**config.mk**
```make
export PLATFORM = sky130hd
export DESIGN_NAME = alm_datapath
export DESIGN_NICKNAME = d
export VERILOG_FILES = /design/src/alm_pkg.sv /design/src/alm_alu.sv /design/src/alm_datapath.sv
export VERILOG_INCLUDE_DIRS = /design/src
export SDC_FILE = /design/constraint.sdc
export NUM_CORES = 2
export LEC_CHECK = 0
export BUFFER_PORTS_ARGS = -buffer_cell sky130_fd_sc_hd__buf_2
export CORE_AREA = 2 2 547 549
export CTS_CLUSTER_DIAMETER = 50
export DETAILED_ROUTE_END_ITERATION = 6
export DIE_AREA = 0 0 549 551
export PLACE_DENSITY = 0.51
export SLEW_MARGIN = 40
export SYNTH_ARGS = -nofsm -noshare
export SYNTH_HDL_FRONTEND = slang
export SYNTH_SLANG_ARGS = --single-unit
export TNS_END_PERCENT = 10
```
**constraint.sdc**
```tcl
create_clock -name pclk -period 18.2 [get_ports pclk]
set_input_delay 1.82 -clock pclk [delete_from_list [all_inputs] [get_ports pclk]]
set_output_delay 1.82 -clock pclk [all_outputs]
set_load 0.02 [all_outputs]
```
**src/alm_consts.svh**
```systemverilog
// Constants for the eight-bit logic, add, subtract and multiply datapath
`ifndef ALM_CONSTS_SVH
`define ALM_CONSTS_SVH

// Datapath and storage sizes
`define ALM_DW 8
`define ALM_NREG 16
`define ALM_MEM_DEPTH 256
`define ALM_ADDR_W 12

// Register offsets (byte addresses)
`define ALM_OFF_CMD 12'h000
`define ALM_OFF_FLAGS 12'h004
`define ALM_OFF_ACC 12'h008

// Register bank window 0x040..0x07c, data memory window 0x400..0x7fc
`define ALM_BANK_LSB 6
`define ALM_BANK_TAG 6'h01
`define ALM_BANK_IDX_HI 5
`define ALM_MEM_LSB 10
`define ALM_MEM_TAG 2'h1
`define ALM_MEM_IDX_HI 9
`define ALM_WORD_LSB 2
`define ALM_ALIGNED 2'h0

// Reset values
`define ALM_BYTE_ZERO 8'h00
`define ALM_FLAGS_RST 3'h0
`define ALM_CMD_RST 32'h0000_0000

`endif

```
**src/alm_pkg.sv**
```systemverilog
// Types shared by the datapath files
package alm_pkg;

  typedef logic [31:0] alm_word_t;
  typedef logic [7:0] alm_byte_t;

  // Operation selector, bits 3:0 of the command word
  typedef enum logic [3:0] {
    OP_AND,
    OP_OR,
    OP_XOR,
    OP_ADD,
    OP_ADD_WITH_CARRY,
    OP_MINUEND_FIRST_DIFFERENCE,
    OP_MINUEND_FIRST_BORROW_DIFFERENCE,
    OP_REVERSED_DIFFERENCE,
    OP_REVERSED_BORROW_DIFFERENCE,
    OP_UNSIGNED_PRODUCT,
    OP_SIGNED_PRODUCT
  } alm_op_t;

  // Operand form, bits 5:4 of the command word
  typedef enum logic [1:0] {
    FORM_THREE_REG,
    FORM_TWO_REG,
    FORM_IMMEDIATE,
    FORM_MEMORY
  } alm_form_t;

  // Command word as written over the bus
  typedef struct packed {
    alm_byte_t imm;
    logic [3:0] src_b;
    logic [3:0] src_a;
    logic [3:0] dst;
    logic [5:0] spare;
    alm_form_t form;
    alm_op_t op;
  } alm_cmd_t;

  // Status flags, carry in bit 0
  typedef struct packed {
    logic z;
    logic v;
    logic c;
  } alm_flags_t;

  // Result bundle of the arithmetic unit
  typedef struct packed {
    alm_byte_t dst;
    alm_byte_t acc;
    alm_flags_t flags;
  } alm_alu_out_t;

  // Address decode outcome
  typedef enum logic [2:0] {
    RGN_NONE,
    RGN_CMD,
    RGN_FLAGS,
    RGN_ACC,
    RGN_BANK,
    RGN_MEM
  } alm_region_t;

endpackage

```
**src/alm_alu.sv**
```systemverilog
// Combinational logic, add, subtract and multiply unit
`timescale 1ns/10ps
`include "alm_consts.svh"

module alm_alu (
  input wire alm_pkg::alm_op_t op,
  input wire alm_pkg::alm_byte_t op1,
  input wire alm_pkg::alm_byte_t op2,
  input wire alm_pkg::alm_flags_t flags_in,
  output alm_pkg::alm_alu_out_t res
);

  // Sum of x, y and a carry-in with carry-out and signed overflow
  function automatic logic [`ALM_DW+1:0] add8(input alm_pkg::alm_byte_t x,
                                              input alm_pkg::alm_byte_t y,
                                              input logic ci);
    logic [`ALM_DW:0] s;
    s = {1'b0, x} + {1'b0, y} + {{`ALM_DW{1'b0}}, ci};
    add8 = {s[`ALM_DW], (x[`ALM_DW-1] == y[`ALM_DW-1]) && (s[`ALM_DW-1] != x[`ALM_DW-1]),
            s[`ALM_DW-1:0]};
  endfunction

  logic [`ALM_DW+1:0] arith;
  logic arith_op;
  logic [2*`ALM_DW-1:0] prod;
  logic signed [2*`ALM_DW-1:0] sprod;
  alm_pkg::alm_byte_t logic_val;

  // Subtraction is x + ~y + carry, so carry out means no borrow
  always_comb begin
    arith = '0;
    arith_op = 1'b1;
    unique case (op)
      alm_pkg::OP_ADD: arith = add8(op1, op2, 1'b0);
      alm_pkg::OP_ADD_WITH_CARRY: arith = add8(op1, op2, flags_in.c);
      alm_pkg::OP_MINUEND_FIRST_DIFFERENCE: arith = add8(op1, ~op2, 1'b1);
      alm_pkg::OP_MINUEND_FIRST_BORROW_DIFFERENCE: arith = add8(op1, ~op2, flags_in.c);
      alm_pkg::OP_REVERSED_DIFFERENCE: arith = add8(op2, ~op1, 1'b1);
      alm_pkg::OP_REVERSED_BORROW_DIFFERENCE: arith = add8(op2, ~op1, flags_in.c);
      default: arith_op = 1'b0;
    endcase
  end

  // Products in both signednesses, only one is used
  always_comb begin
    prod = {{`ALM_DW{1'b0}}, op1} * {{`ALM_DW{1'b0}}, op2};
    sprod = $signed({{`ALM_DW{op1[`ALM_DW-1]}}, op1}) * $signed({{`ALM_DW{op2[`ALM_DW-1]}}, op2});
  end

  // Bitwise results
  always_comb begin
    logic_val = op1 & op2;
    if (op == alm_pkg::OP_OR) begin
      logic_val = op1 | op2;
    end else if (op == alm_pkg::OP_XOR) begin
      logic_val = op1 ^ op2;
    end
  end

  // Result steering; flags pass through unless the operation owns them
  always_comb begin
    res.flags = flags_in;
    res.dst = logic_val;
    res.acc = logic_val;
    if (op == alm_pkg::OP_UNSIGNED_PRODUCT) begin
      res.dst = prod[2*`ALM_DW-1:`ALM_DW];
      res.acc = prod[`ALM_DW-1:0];
    end else if (op == alm_pkg::OP_SIGNED_PRODUCT) begin
      res.dst = sprod[2*`ALM_DW-1:`ALM_DW];
      res.acc = sprod[`ALM_DW-1:0];
    end else if (arith_op) begin
      res.dst = arith[`ALM_DW-1:0];
      res.acc = arith[`ALM_DW-1:0];
      res.flags.c = arith[`ALM_DW+1];
      res.flags.v = arith[`ALM_DW];
      res.flags.z = (arith[`ALM_DW-1:0] == `ALM_BYTE_ZERO);
    end else begin
      res.flags.z = (logic_val == `ALM_BYTE_ZERO);
    end
  end

endmodule

```
**src/alm_datapath.sv**
```systemverilog
// APB slave holding the register bank, data memory, flags and executing one operation per command-register write
//
// Decided for this implementation: the APB register port and the register addresses.
`timescale 1ns/10ps
`include "alm_consts.svh"

////////////////////////////////////////////////////////////////////////////////
// How it works
// - Three-register form: operands from second and third register, result to first.
// - Two-register form: second register first operand, first register second, result first.
// - Immediate form: register is destination and first operand, constant second.
// - Memory form: register is destination and first operand, memory byte second.
// - AND gives bitwise AND; only zero flag and accumulator change.
// - OR gives bitwise OR; only zero flag and accumulator change.
// - XOR gives bitwise XOR; only zero flag and accumulator change.
// - Addition writes eight-bit sum; carry set when sum exceeds eight bits.
// - Add with carry adds incoming carry; carry set on unsigned overflow.
// - First minus second; carry cleared when the subtraction borrows.
// - First minus second minus one plus carry; carry cleared on borrow.
// - Second minus first; carry cleared when a borrow occurs.
// - Second minus first minus one plus carry; carry cleared on borrow.
// - Unsigned product: high byte to destination, low byte to accumulator, flags kept.
// - Signed product split the same way; all flags kept.
module alm_datapath (
  input wire logic pclk,
  input wire logic presetn,
  input wire logic psel,
  input wire logic penable,
  input wire logic pwrite,
  input wire logic [`ALM_ADDR_W-1:0] paddr,
  input wire alm_pkg::alm_word_t pwdata,
  output alm_pkg::alm_word_t prdata,
  output logic pready,
  output logic pslverr,
  output alm_pkg::alm_byte_t acc,
  output alm_pkg::alm_flags_t flags
);

  ////////////////////////////////////////////////////////////////////////////////
  // Decoding helpers

  // Address region, used for both the read answer and the write effect
  function automatic alm_pkg::alm_region_t region_of(input logic [`ALM_ADDR_W-1:0] addr);
    region_of = alm_pkg::RGN_NONE;
    if (addr == `ALM_OFF_CMD) begin
      region_of = alm_pkg::RGN_CMD;
    end else if (addr == `ALM_OFF_FLAGS) begin
      region_of = alm_pkg::RGN_FLAGS;
    end else if (addr == `ALM_OFF_ACC) begin
      region_of = alm_pkg::RGN_ACC;
    end else if (addr[`ALM_WORD_LSB-1:0] != `ALM_ALIGNED) begin
      region_of = alm_pkg::RGN_NONE;
    end else if (addr[`ALM_ADDR_W-1:`ALM_BANK_LSB] == `ALM_BANK_TAG) begin
      region_of = alm_pkg::RGN_BANK;
    end else if (addr[`ALM_ADDR_W-1:`ALM_MEM_LSB] == `ALM_MEM_TAG) begin
      region_of = alm_pkg::RGN_MEM;
    end
  endfunction

  // Operation codes above the last defined one are refused
  function automatic logic op_legal(input alm_pkg::alm_op_t op);
    unique case (op)
      alm_pkg::OP_AND, alm_pkg::OP_OR, alm_pkg::OP_XOR, alm_pkg::OP_ADD,
      alm_pkg::OP_ADD_WITH_CARRY, alm_pkg::OP_MINUEND_FIRST_DIFFERENCE,
      alm_pkg::OP_MINUEND_FIRST_BORROW_DIFFERENCE, alm_pkg::OP_REVERSED_DIFFERENCE,
      alm_pkg::OP_REVERSED_BORROW_DIFFERENCE, alm_pkg::OP_UNSIGNED_PRODUCT,
      alm_pkg::OP_SIGNED_PRODUCT: op_legal = 1'b1;
      default: op_legal = 1'b0;
    endcase
  endfunction

  ////////////////////////////////////////////////////////////////////////////////
  // State

  alm_pkg::alm_byte_t bank_q [`ALM_NREG];
  alm_pkg::alm_byte_t dmem_q [`ALM_MEM_DEPTH];
  alm_pkg::alm_byte_t acc_q;
  alm_pkg::alm_flags_t flags_q;
  alm_pkg::alm_cmd_t cmd_q;
  alm_pkg::alm_word_t prdata_q;
  logic pready_q;
  logic pslverr_q;

  alm_pkg::alm_region_t rgn_c;
  alm_pkg::alm_cmd_t cmd_c;
  alm_pkg::alm_byte_t op1_c;
  alm_pkg::alm_byte_t op2_c;
  alm_pkg::alm_alu_out_t alu_c;
  logic [`ALM_BANK_IDX_HI-`ALM_WORD_LSB:0] bank_idx;
  logic [`ALM_MEM_IDX_HI-`ALM_WORD_LSB:0] mem_idx;
  logic take_c;
  logic wr_take;
  logic exec_c;

  assign rgn_c = region_of(paddr);
  assign cmd_c = alm_pkg::alm_cmd_t'(pwdata);
  assign bank_idx = paddr[`ALM_BANK_IDX_HI:`ALM_WORD_LSB];
  assign mem_idx = paddr[`ALM_MEM_IDX_HI:`ALM_WORD_LSB];

  // A write counts only at the edge where the access phase sees pready
  assign take_c = psel && penable && pready_q;
  assign wr_take = take_c && pwrite && !pslverr_q;
  assign exec_c = wr_take && (rgn_c == alm_pkg::RGN_CMD);

  ////////////////////////////////////////////////////////////////////////////////
  // APB answer: one access cycle, data and error caught in the setup cycle

  // Pready rises for the cycle after every setup, so no wait states
  always_ff @(posedge pclk or negedge presetn) begin
    if (!presetn) begin
      pready_q <= 1'b0;
    end else begin
      pready_q <= psel && !penable;
    end
  end

  // Read data and error; nothing but bus writes changes state, so early capture is safe
  always_ff @(posedge pclk or negedge presetn) begin
    if (!presetn) begin
      prdata_q <= '0;
      pslverr_q <= 1'b0;
    end else if (psel && !penable) begin
      pslverr_q <= (rgn_c == alm_pkg::RGN_NONE) ||
                   (pwrite && rgn_c == alm_pkg::RGN_CMD && !op_legal(cmd_c.op));
      prdata_q <= '0;
      if (!pwrite) begin
        unique case (rgn_c)
          alm_pkg::RGN_CMD: prdata_q <= cmd_q;
          alm_pkg::RGN_FLAGS: prdata_q <= alm_pkg::alm_word_t'(flags_q);
          alm_pkg::RGN_ACC: prdata_q <= alm_pkg::alm_word_t'(acc_q);
          alm_pkg::RGN_BANK: prdata_q <= alm_pkg::alm_word_t'(bank_q[bank_idx]);
          alm_pkg::RGN_MEM: prdata_q <= alm_pkg::alm_word_t'(dmem_q[mem_idx]);
          alm_pkg::RGN_NONE: prdata_q <= '0;
        endcase
      end
    end
  end

  ////////////////////////////////////////////////////////////////////////////////
  // Operand selection by form

  always_comb begin
    unique case (cmd_c.form)
      alm_pkg::FORM_THREE_REG: begin
        op1_c = bank_q[cmd_c.src_a];
        op2_c = bank_q[cmd_c.src_b];
      end
      alm_pkg::FORM_TWO_REG: begin
        op1_c = bank_q[cmd_c.src_a];
        op2_c = bank_q[cmd_c.dst];
      end
      alm_pkg::FORM_IMMEDIATE: begin
        op1_c = bank_q[cmd_c.dst];
        op2_c = cmd_c.imm;
      end
      alm_pkg::FORM_MEMORY: begin
        op1_c = bank_q[cmd_c.dst];
        op2_c = dmem_q[cmd_c.imm];
      end
    endcase
  end

  alm_alu u_alu (
    .op(cmd_c.op),
    .op1(op1_c),
    .op2(op2_c),
    .flags_in(flags_q),
    .res(alu_c)
  );

  ////////////////////////////////////////////////////////////////////////////////
  // Register updates

  // result to the first named register; a bus write loses to execution
  always_ff @(posedge pclk or negedge presetn) begin
    if (!presetn) begin
      for (int i = 0; i < `ALM_NREG; i++) begin
        bank_q[i] <= `ALM_BYTE_ZERO;
      end
    end else if (exec_c) begin
      bank_q[cmd_c.dst] <= alu_c.dst;
    end else if (wr_take && rgn_c == alm_pkg::RGN_BANK) begin
      bank_q[bank_idx] <= pwdata[`ALM_DW-1:0];
    end
  end

  // Data memory has no reset; software loads it before use
  always_ff @(posedge pclk) begin
    if (wr_take && rgn_c == alm_pkg::RGN_MEM) begin
      dmem_q[mem_idx] <= pwdata[`ALM_DW-1:0];
    end
  end

  // accumulator takes the result or the product low byte
  always_ff @(posedge pclk or negedge presetn) begin
    if (!presetn) begin
      acc_q <= `ALM_BYTE_ZERO;
    end else if (exec_c) begin
      acc_q <= alu_c.acc;
    end else if (wr_take && rgn_c == alm_pkg::RGN_ACC) begin
      acc_q <= pwdata[`ALM_DW-1:0];
    end
  end

  // flags follow the unit, which passes kept flags through
  always_ff @(posedge pclk or negedge presetn) begin
    if (!presetn) begin
      flags_q <= `ALM_FLAGS_RST;
    end else if (exec_c) begin
      flags_q <= alu_c.flags;
    end else if (wr_take && rgn_c == alm_pkg::RGN_FLAGS) begin
      flags_q <= alm_pkg::alm_flags_t'(pwdata[$bits(alm_pkg::alm_flags_t)-1:0]);
    end
  end

  // Last executed command for readback
  always_ff @(posedge pclk or negedge presetn) begin
    if (!presetn) begin
      cmd_q <= `ALM_CMD_RST;
    end else if (exec_c) begin
      cmd_q <= cmd_c;
    end
  end

  assign prdata = prdata_q;
  assign pready = pready_q;
  assign pslverr = pslverr_q;
  assign acc = acc_q;
  assign flags = flags_q;

  ////////////////////////////////////////////////////////////////////////////////
  // Checks

  logic [`ALM_DW:0] chk_sum;
  logic [`ALM_DW:0] chk_need_d;
  logic [`ALM_DW:0] chk_need_r;
  logic [2*`ALM_DW-1:0] chk_uprod;
  logic signed [2*`ALM_DW-1:0] chk_sprod;
  logic chk_prod_op;

  // Reference figures computed independently of the unit
  always_comb begin
    chk_sum = {1'b0, op1_c} + {1'b0, op2_c} +
              {{`ALM_DW{1'b0}}, (cmd_c.op == alm_pkg::OP_ADD_WITH_CARRY) && flags_q.c};
    chk_need_d = {1'b0, op2_c} + {{`ALM_DW{1'b0}}, !flags_q.c};
    chk_need_r = {1'b0, op1_c} + {{`ALM_DW{1'b0}}, !flags_q.c};
    chk_uprod = {{`ALM_DW{1'b0}}, op1_c} * {{`ALM_DW{1'b0}}, op2_c};
    chk_sprod = $signed(op1_c) * $signed(op2_c);
    chk_prod_op = (cmd_c.op == alm_pkg::OP_UNSIGNED_PRODUCT) ||
                  (cmd_c.op == alm_pkg::OP_SIGNED_PRODUCT);
  end
endmodule

```
; Word level (Yosys, flattened, before mapping)
; Memories as Yosys holds them, arrays and structs flattened.
; Cells that the tools add are included.
[classes]
n_addsub = 8
order_cmp = 6
n_reduce_logical = 38
n_eq_ne = 34
multipliers = 2
n_bitwise = 9
n_mux = 48
[op_table]
columns = cell, count
row1 = $bwmux W128, 2
row2 = $mux W128, 2
row3 = $pmux W32 S6, 1
row4 = $bmux W8 S4, 4
row5 = $mux W8, 14
row6 = $demux W8 S4, 2
row7 = $pmux W10 S6, 1
row8 = $mux W16, 3
row9 = $mul A8 B8 Y16, 2
row10 = $mux W32, 1
row11 = $pmux W8 S4, 1
row12 = $mux W3, 10
row13 = $add A8 B8 Y9, 3
row14 = $add A9 B1 Y9, 3
row15 = $ge A5 B5 Y1 const B, 4
row16 = $logic_and A1 B1 Y1, 20
row17 = $not A4 Y5, 4
row18 = $add A9 B1 Y9 const B, 2
row19 = $eq A4 B3 Y1 const B, 4
row20 = $logic_not A8 Y1, 2
row21 = $not A8 Y8, 2
row22 = $pmux W8 S2, 1
row23 = $eq A12 B3 Y1 const B, 1
row24 = $eq A12 B4 Y1 const B, 1
row25 = 29 further kinds, 55
[totals]
mem_bits_ro = 16
memories = 2
in_bits = 49
wordCells = 177
output_inout_bits = 45
ramBits = 2048
regBits = 205
[memory_table]
columns = name, depth, word_bits, read_ports, rd_clocked_by_memory_dff, write_ports, line
row1 = dmem_q, 256, 8, 2, 0, 1, alm_datapath.sv:76  ; alm_pkg::alm_byte_t dmem_q [`ALM_MEM_DEPTH];
row2 = (no name shown), 16, 1, 1, 0, 0, alm_datapath.sv:62  ; unique case (op)

; Depth between registers and ports, before layout
[logic_depth]
word_depth = 16
mapped_depth = 35
depth_no_buf = 27

; Cells and area by module
; Synthesis repeated with hierarchy kept, for this count alone.
[unflattened]
cells_unflattened = 7399
area_unflattened_um2 = 117605.3
[by_module_without_submodules]
columns = mod, area_each_um2, cells_per_inst, seq_area_each_um2, instances
row1 = alm_datapath, 110295.8, 6455, 66628.9, 1
row2 = alm_alu, 7309.5, 944, 0.0, 1

; Worst setup path after synthesis
; OpenSTA, ideal clock, no wires.
[synth_timing]
path_kind = in2reg
from = input port pwdata[25]
to = register bank_q[100] (netlist bit)
setup_time_ps = 126
n_path_buf = 5
stages = 30
slack_ps = 8689
arrival_ps = 9385
required_ps = 18074
path_cell_list = buf_2 > buf_2 > buf_1 > buf_1 > mux4_2 > mux4_2 > mux4_2 > mux4_2 > o221ai_4 > nor2_1 > ha_1 > inv_1 > fa_1 > inv_1 > fa_1 > inv_1 > fa_1 > inv_1 > ha_1 > nor2b_1 > o21ai_0 > a21boi_0 > o21ai_0 > a21oi_1 > nor2_1 > xnor2_1 > a211oi_1 > clkbuf_1 > nor3_1 > a221o_1
[synth_via]
elab_chain_cells = 11
word_cells_on_any_way = 24
classes_between = 8 x add/sub / 2 x mul / 9 x mux / 4 x bitwise / 1 x memory
[synth_rtl]
columns = item, line
row1 = from (decl), alm_datapath.sv:31  ; input wire alm_pkg::alm_word_t pwdata,
row2 = $mem_v2 Z256 W8, -
row3 = $pmux W8 S4 *, alm_datapath.sv:143  ; unique case (cmd_c.form)
row4 = $not A8 Y8, "alm_alu.sv:36, alm_alu.sv:37"
row5 = $add A8 B8 Y9, alm_alu.sv:18  ; s = {1'b0, x} + {1'b0, y} + {{`ALM_DW{1'b0}}, ci};
row6 = $add A9 B1 Y9, alm_alu.sv:18
row7 = $pmux W10 S6, alm_alu.sv:33  ; unique case (op)
row8 = $mux W16, alm_alu.sv:71  ; end else if (arith_op) begin
row9 = $mux W16, alm_alu.sv:68  ; end else if (op == alm_pkg::OP_SIGNED_PRODUCT) begin
row10 = $mux W16 *, alm_alu.sv:65  ; if (op == alm_pkg::OP_UNSIGNED_PRODUCT) begin
row11 = $bwmux W128 *, alm_datapath.sv:181  ; bank_q[cmd_c.dst] <= alu_c.dst;
row12 = $mux W128 *, alm_datapath.sv:180  ; end else if (exec_c) begin
row13 = "to (signal, indexed assignment)", alm_datapath.sv:178  ; bank_q[i] <= `ALM_BYTE_ZERO;
row14 = "to (signal, indexed assignment)", alm_datapath.sv:181
row15 = "to (signal, indexed assignment)", alm_datapath.sv:183  ; bank_q[bank_idx] <= pwdata[`ALM_DW-1:0];
row16 = to (decl), alm_datapath.sv:75  ; alm_pkg::alm_byte_t bank_q [`ALM_NREG];
; Every way passes the cells marked *; elsewhere a longest branch is shown, timed or not.
; A chain may end at the register's enable or synchronous reset.

; Worst setup path after layout
[layout_timing]
from = input port pwdata[25]
to = register bank_q[95] (netlist bit)
; The elaborated chain is that of the path after synthesis.

==> results.cfg <==
[critical_path]
path_class = input port to flip-flop
worst_setup_path_start_kind = input port
r2r-end = bank_q[95]
path_max_fanout = 65
worstPathArrival_ns = 11.95
rrSetupSlack_ns = 9.37
r2r_cells = 25
required_ns = 18.95
regToRegStartpoint = dmem_q[56][3]
end_kind = flip-flop

[logic_synthesis]
ys_seq_area_frac = 0.577
ys_warn_count = 0
synth_fa_ha_area_frac = 0.0258
post_synth_xor_area_fraction = 0.00372
synth_fp_nets = 6613
ys_types = 80
synth-async-reset-ratio = 0.0910
yosys-top-cells-area = edfxtp_1, mux4_2, dfrtp_1
synth_top_family_by_area = multiplexers
synth-edff-count = 2048
synth_area_sq_mm = 0.115
synth_compound_area_frac = 0.0399
syn-mean-instance-area_sq_um = 18.1
synth_top_cell_area_share = 0.533
synth_ff_type = edfxtp_1
ys_ff_latch = 2253
syn_inst = 6379
yosys.area_share.simple = 0.0384
muxShareOfSynthArea = 0.290
synth_top_cell_by_area = edfxtp_1

[timing]
clock_skew_ns = 0.0636
finalWorstSetupSlack_ns = 7.00
setup_violations = 0
rsz0062_at_grt = false
fmax_mhz = 89.3
fin_crit_ns = 11.20
slew_headroom = 0.367
period_share = 0.615
hold_viol = 0
finalSetupTns_ns = 0
slew_viol_final = 0
worst_slew_pin_slew_ns = 0.950

[floorplan]
die-width_um = 549
die_h_um = 551
initial_core_util = 0.390
dieArea_sq_mm = 0.302
io_pins = 94
core_sq_mm = 0.296
rows = 200

[pwr]
seqPwrFrac = 0.435
p_leak_nw = 43.6
swShare = 0.251
internal_power_mw = 9.73
ir_drop_mv = 0.0687
pwr_density_cell_mw_per_mm2 = 97.8
power_switching_mw = 3.25
pwr-share-comb = 0.091
clkPwrFrac = 0.474

[route]
wl_mm = 409
drtAntennaViolNets = 0
drc = 3
wl_per_cell_um = 37.8
drt-initial-drc-count = 8912
vias = 69530
firstDrtPassIters = 7
viasPerCell = 6.42

[clocking]
root_buffer = clkbuf_16
clk_pin_slew_ns = 0.05
cts_hold_buf = 0
cts.repair.resized = 0
cts_made_buffers = 311
clk_latency_ns = 0.96
cts_sinks = 2253
post_cts_buffers = 0
htreeDepth = 5
tritoncts = built
cts_max_path_buffers = 4

[place]
post-place-ws_ns = 5.95
dp_cells = 10239
io_buffers = 93
place_congestion = 0.911
place_hpwl_mm = 265

[layout]
fin_nets = 6855
final_cells = 10822
area_growth_pct = 15.0
drive_above_1_share = 0.376

[hold_path]
whs_endpoint = cmd_q[29]
hp-start = cmd_q[29]
hold_depth = 2
hold_class = flip-flop to flip-flop

[global_routing]
grt_overflow = 0
grt_pass1_wl_mm = 570
grt_max_degree = 178
antenna_found_initial = 30
grt_pass1_vias = 70555
track_usage = 0.270

[status]
status = complete, but fails checks
violations = DRC

[flow_run]
maxCapViolations = 0
==> cell families (layout without fill, tap and decap cells) <==
| logic type | after synthesis | in the layout |
|---|---|---|
| AOI/OAI and AO/OA | 646 | 646 |
| xor gates and xnor gates | 49 | 49 |
| adders and majority gates | 185 | 185 |
| buffers and inverters | 679 | 1170 |
| DFF | 2253 | 2253 |
| muxes | 1546 | 1546 |
| other | 0 | 13 |
| and+or+nand+nor | 1021 | 1021 |
==> layout make-up <==
type | count | area (sq um)
flip-flops and latches | 2253 | 66600
fillers | 25442 | 164000
well taps | 3939 | 4930
multi-input cells | 3447 | 46500
diodes | 13 | 32.5
clock inverters | 208 | 2320
clock buffers | 354 | 8170
repair buffers | 415 | 3440
inverters | 193 | 729
==> worst max-delay path, stage by stage <==
cell       delay, ns
buf_8           0.45
buf_4           0.73
buf_4           0.74
mux4_2          0.41
mux4_2          0.54
mux4_2          0.63
mux4_2          0.51
o221ai_2        0.71
inv_2           0.16
ha_1            0.27
inv_1           0.13
fa_1            0.44
inv_1           0.07
ha_1            0.25
fa_1            0.49
inv_1           0.05
fa_1            0.48
inv_1           0.05
ha_1            0.32
a21oi_1         0.22
o21ai_0         0.15
o31a_1          0.30
a41oi_1         0.32
o2bb2ai_1       0.30
mux2i_1         0.33
mux2i_1         0.18
nor3_4          0.62
a31oi_1         0.17
==> power groups by stage <==
| stage | Clock, mW | Combinational, mW | Sequential, mW |
|---|---|---|---|
| floorplan | 0 | 0.671 | 5.76 |
| global placement | 0 | 1.16 | 5.75 |
| detailed placement | 0 | 1.16 | 5.75 |
| CTS | 6.23 | 1.16 | 5.65 |
| global route | 6.45 | 1.22 | 5.65 |
| finish | 6.16 | 1.18 | 5.65 |
==> registers in the layout, indices dropped and copies added (netlist names) <==
| name | flops |
|---|---|
| pslverr | 1 |
| prdata | 32 |
| cmd_q | 32 |
| bank_q | 128 |
| pready | 1 |
| dmem_q | 2048 |
| flags | 3 |
| acc | 8 |
==> cell usage after synthesis, drive strengths merged, types with 19 or more instances <==
| library cell | count |
|---|---|
| nor2b | 33 |
| o22ai | 72 |
| edfxtp | 2048 |
| nand2 | 308 |
| inv | 192 |
| a22o | 78 |
| xnor2 | 31 |
| buf | 228 |
| a21oi | 88 |
| o221ai | 28 |
| o21ai | 108 |
| o21a | 19 |
| mux2 | 19 |
| dfrtp | 205 |
| mux4 | 1432 |
| a22oi | 45 |
| ha | 97 |
| nand3 | 62 |
| mux2i | 95 |
| clkbuf | 258 |
| nand2b | 32 |
| and2 | 20 |
| nor3 | 54 |
| a211oi | 22 |
| a31oi | 36 |
| nor2 | 433 |
| fa | 88 |
==> how the worst max path moves through the flow <==
stage	start	end	slack, ns
global placement	pwdata[25]	bank_q[127]	5.85
finish	pwdata[25]	bank_q[95]	7.00
CTS	pwdata[24]	bank_q[95]	6.87
floorplan	pwdata[25]	bank_q[100]	8.69
global route	pwdata[24]	bank_q[127]	6.52
detailed placement	pwdata[24]	bank_q[55]	5.95
==> metrics by stage <==
| step | instance area, sq um | utilization | hold WS [ns] | total power [mW] |
|---|---|---|---|---|
| 3_5_place_dp | 122000 | 0.412 | 0.461 | 6.92 |
| 4_1_cts | 132000 | 0.447 | 0.475 | 13.0 |
| 6_report | 133000 | 0.448 | 0.474 | 13.0 |
| 2_1_floorplan | 115000 | - | 0.445 | 6.43 |
| 3_3_place_gp | 121000 | 0.410 | 0.457 | 6.91 |
| 5_1_grt | 133000 | 0.448 | 0.502 | 13.3 |
==> layout by cell type (no fill, tap or decap), types with 48 or more instances in the layout <==
cell type,count
nor2_2,154
nor2_1,278
clkbuf_16,317
dfrtp_1,205
o21ai_0,89
inv_1,188
buf_2,74
o22ai_1,71
a22o_1,78
edfxtp_1,2048
nor3_1,48
a21oi_1,86
fa_1,88
mux4_2,1432
nand3_1,55
nand2_1,303
mux2i_1,92
ha_1,97
buf_4,284
==> per-layer routing <==
layer  track usage  vias to the layer above  share of wire
met5       0.00188                        -        0.00041
met4        0.0963                       10          0.039
met3        0.0670                      712          0.095
met2         0.415                     3646           0.46
met1         0.374                    37753           0.40
li1              -                    27409              -
No activity file was read; power rests on OpenSTA's default activity.
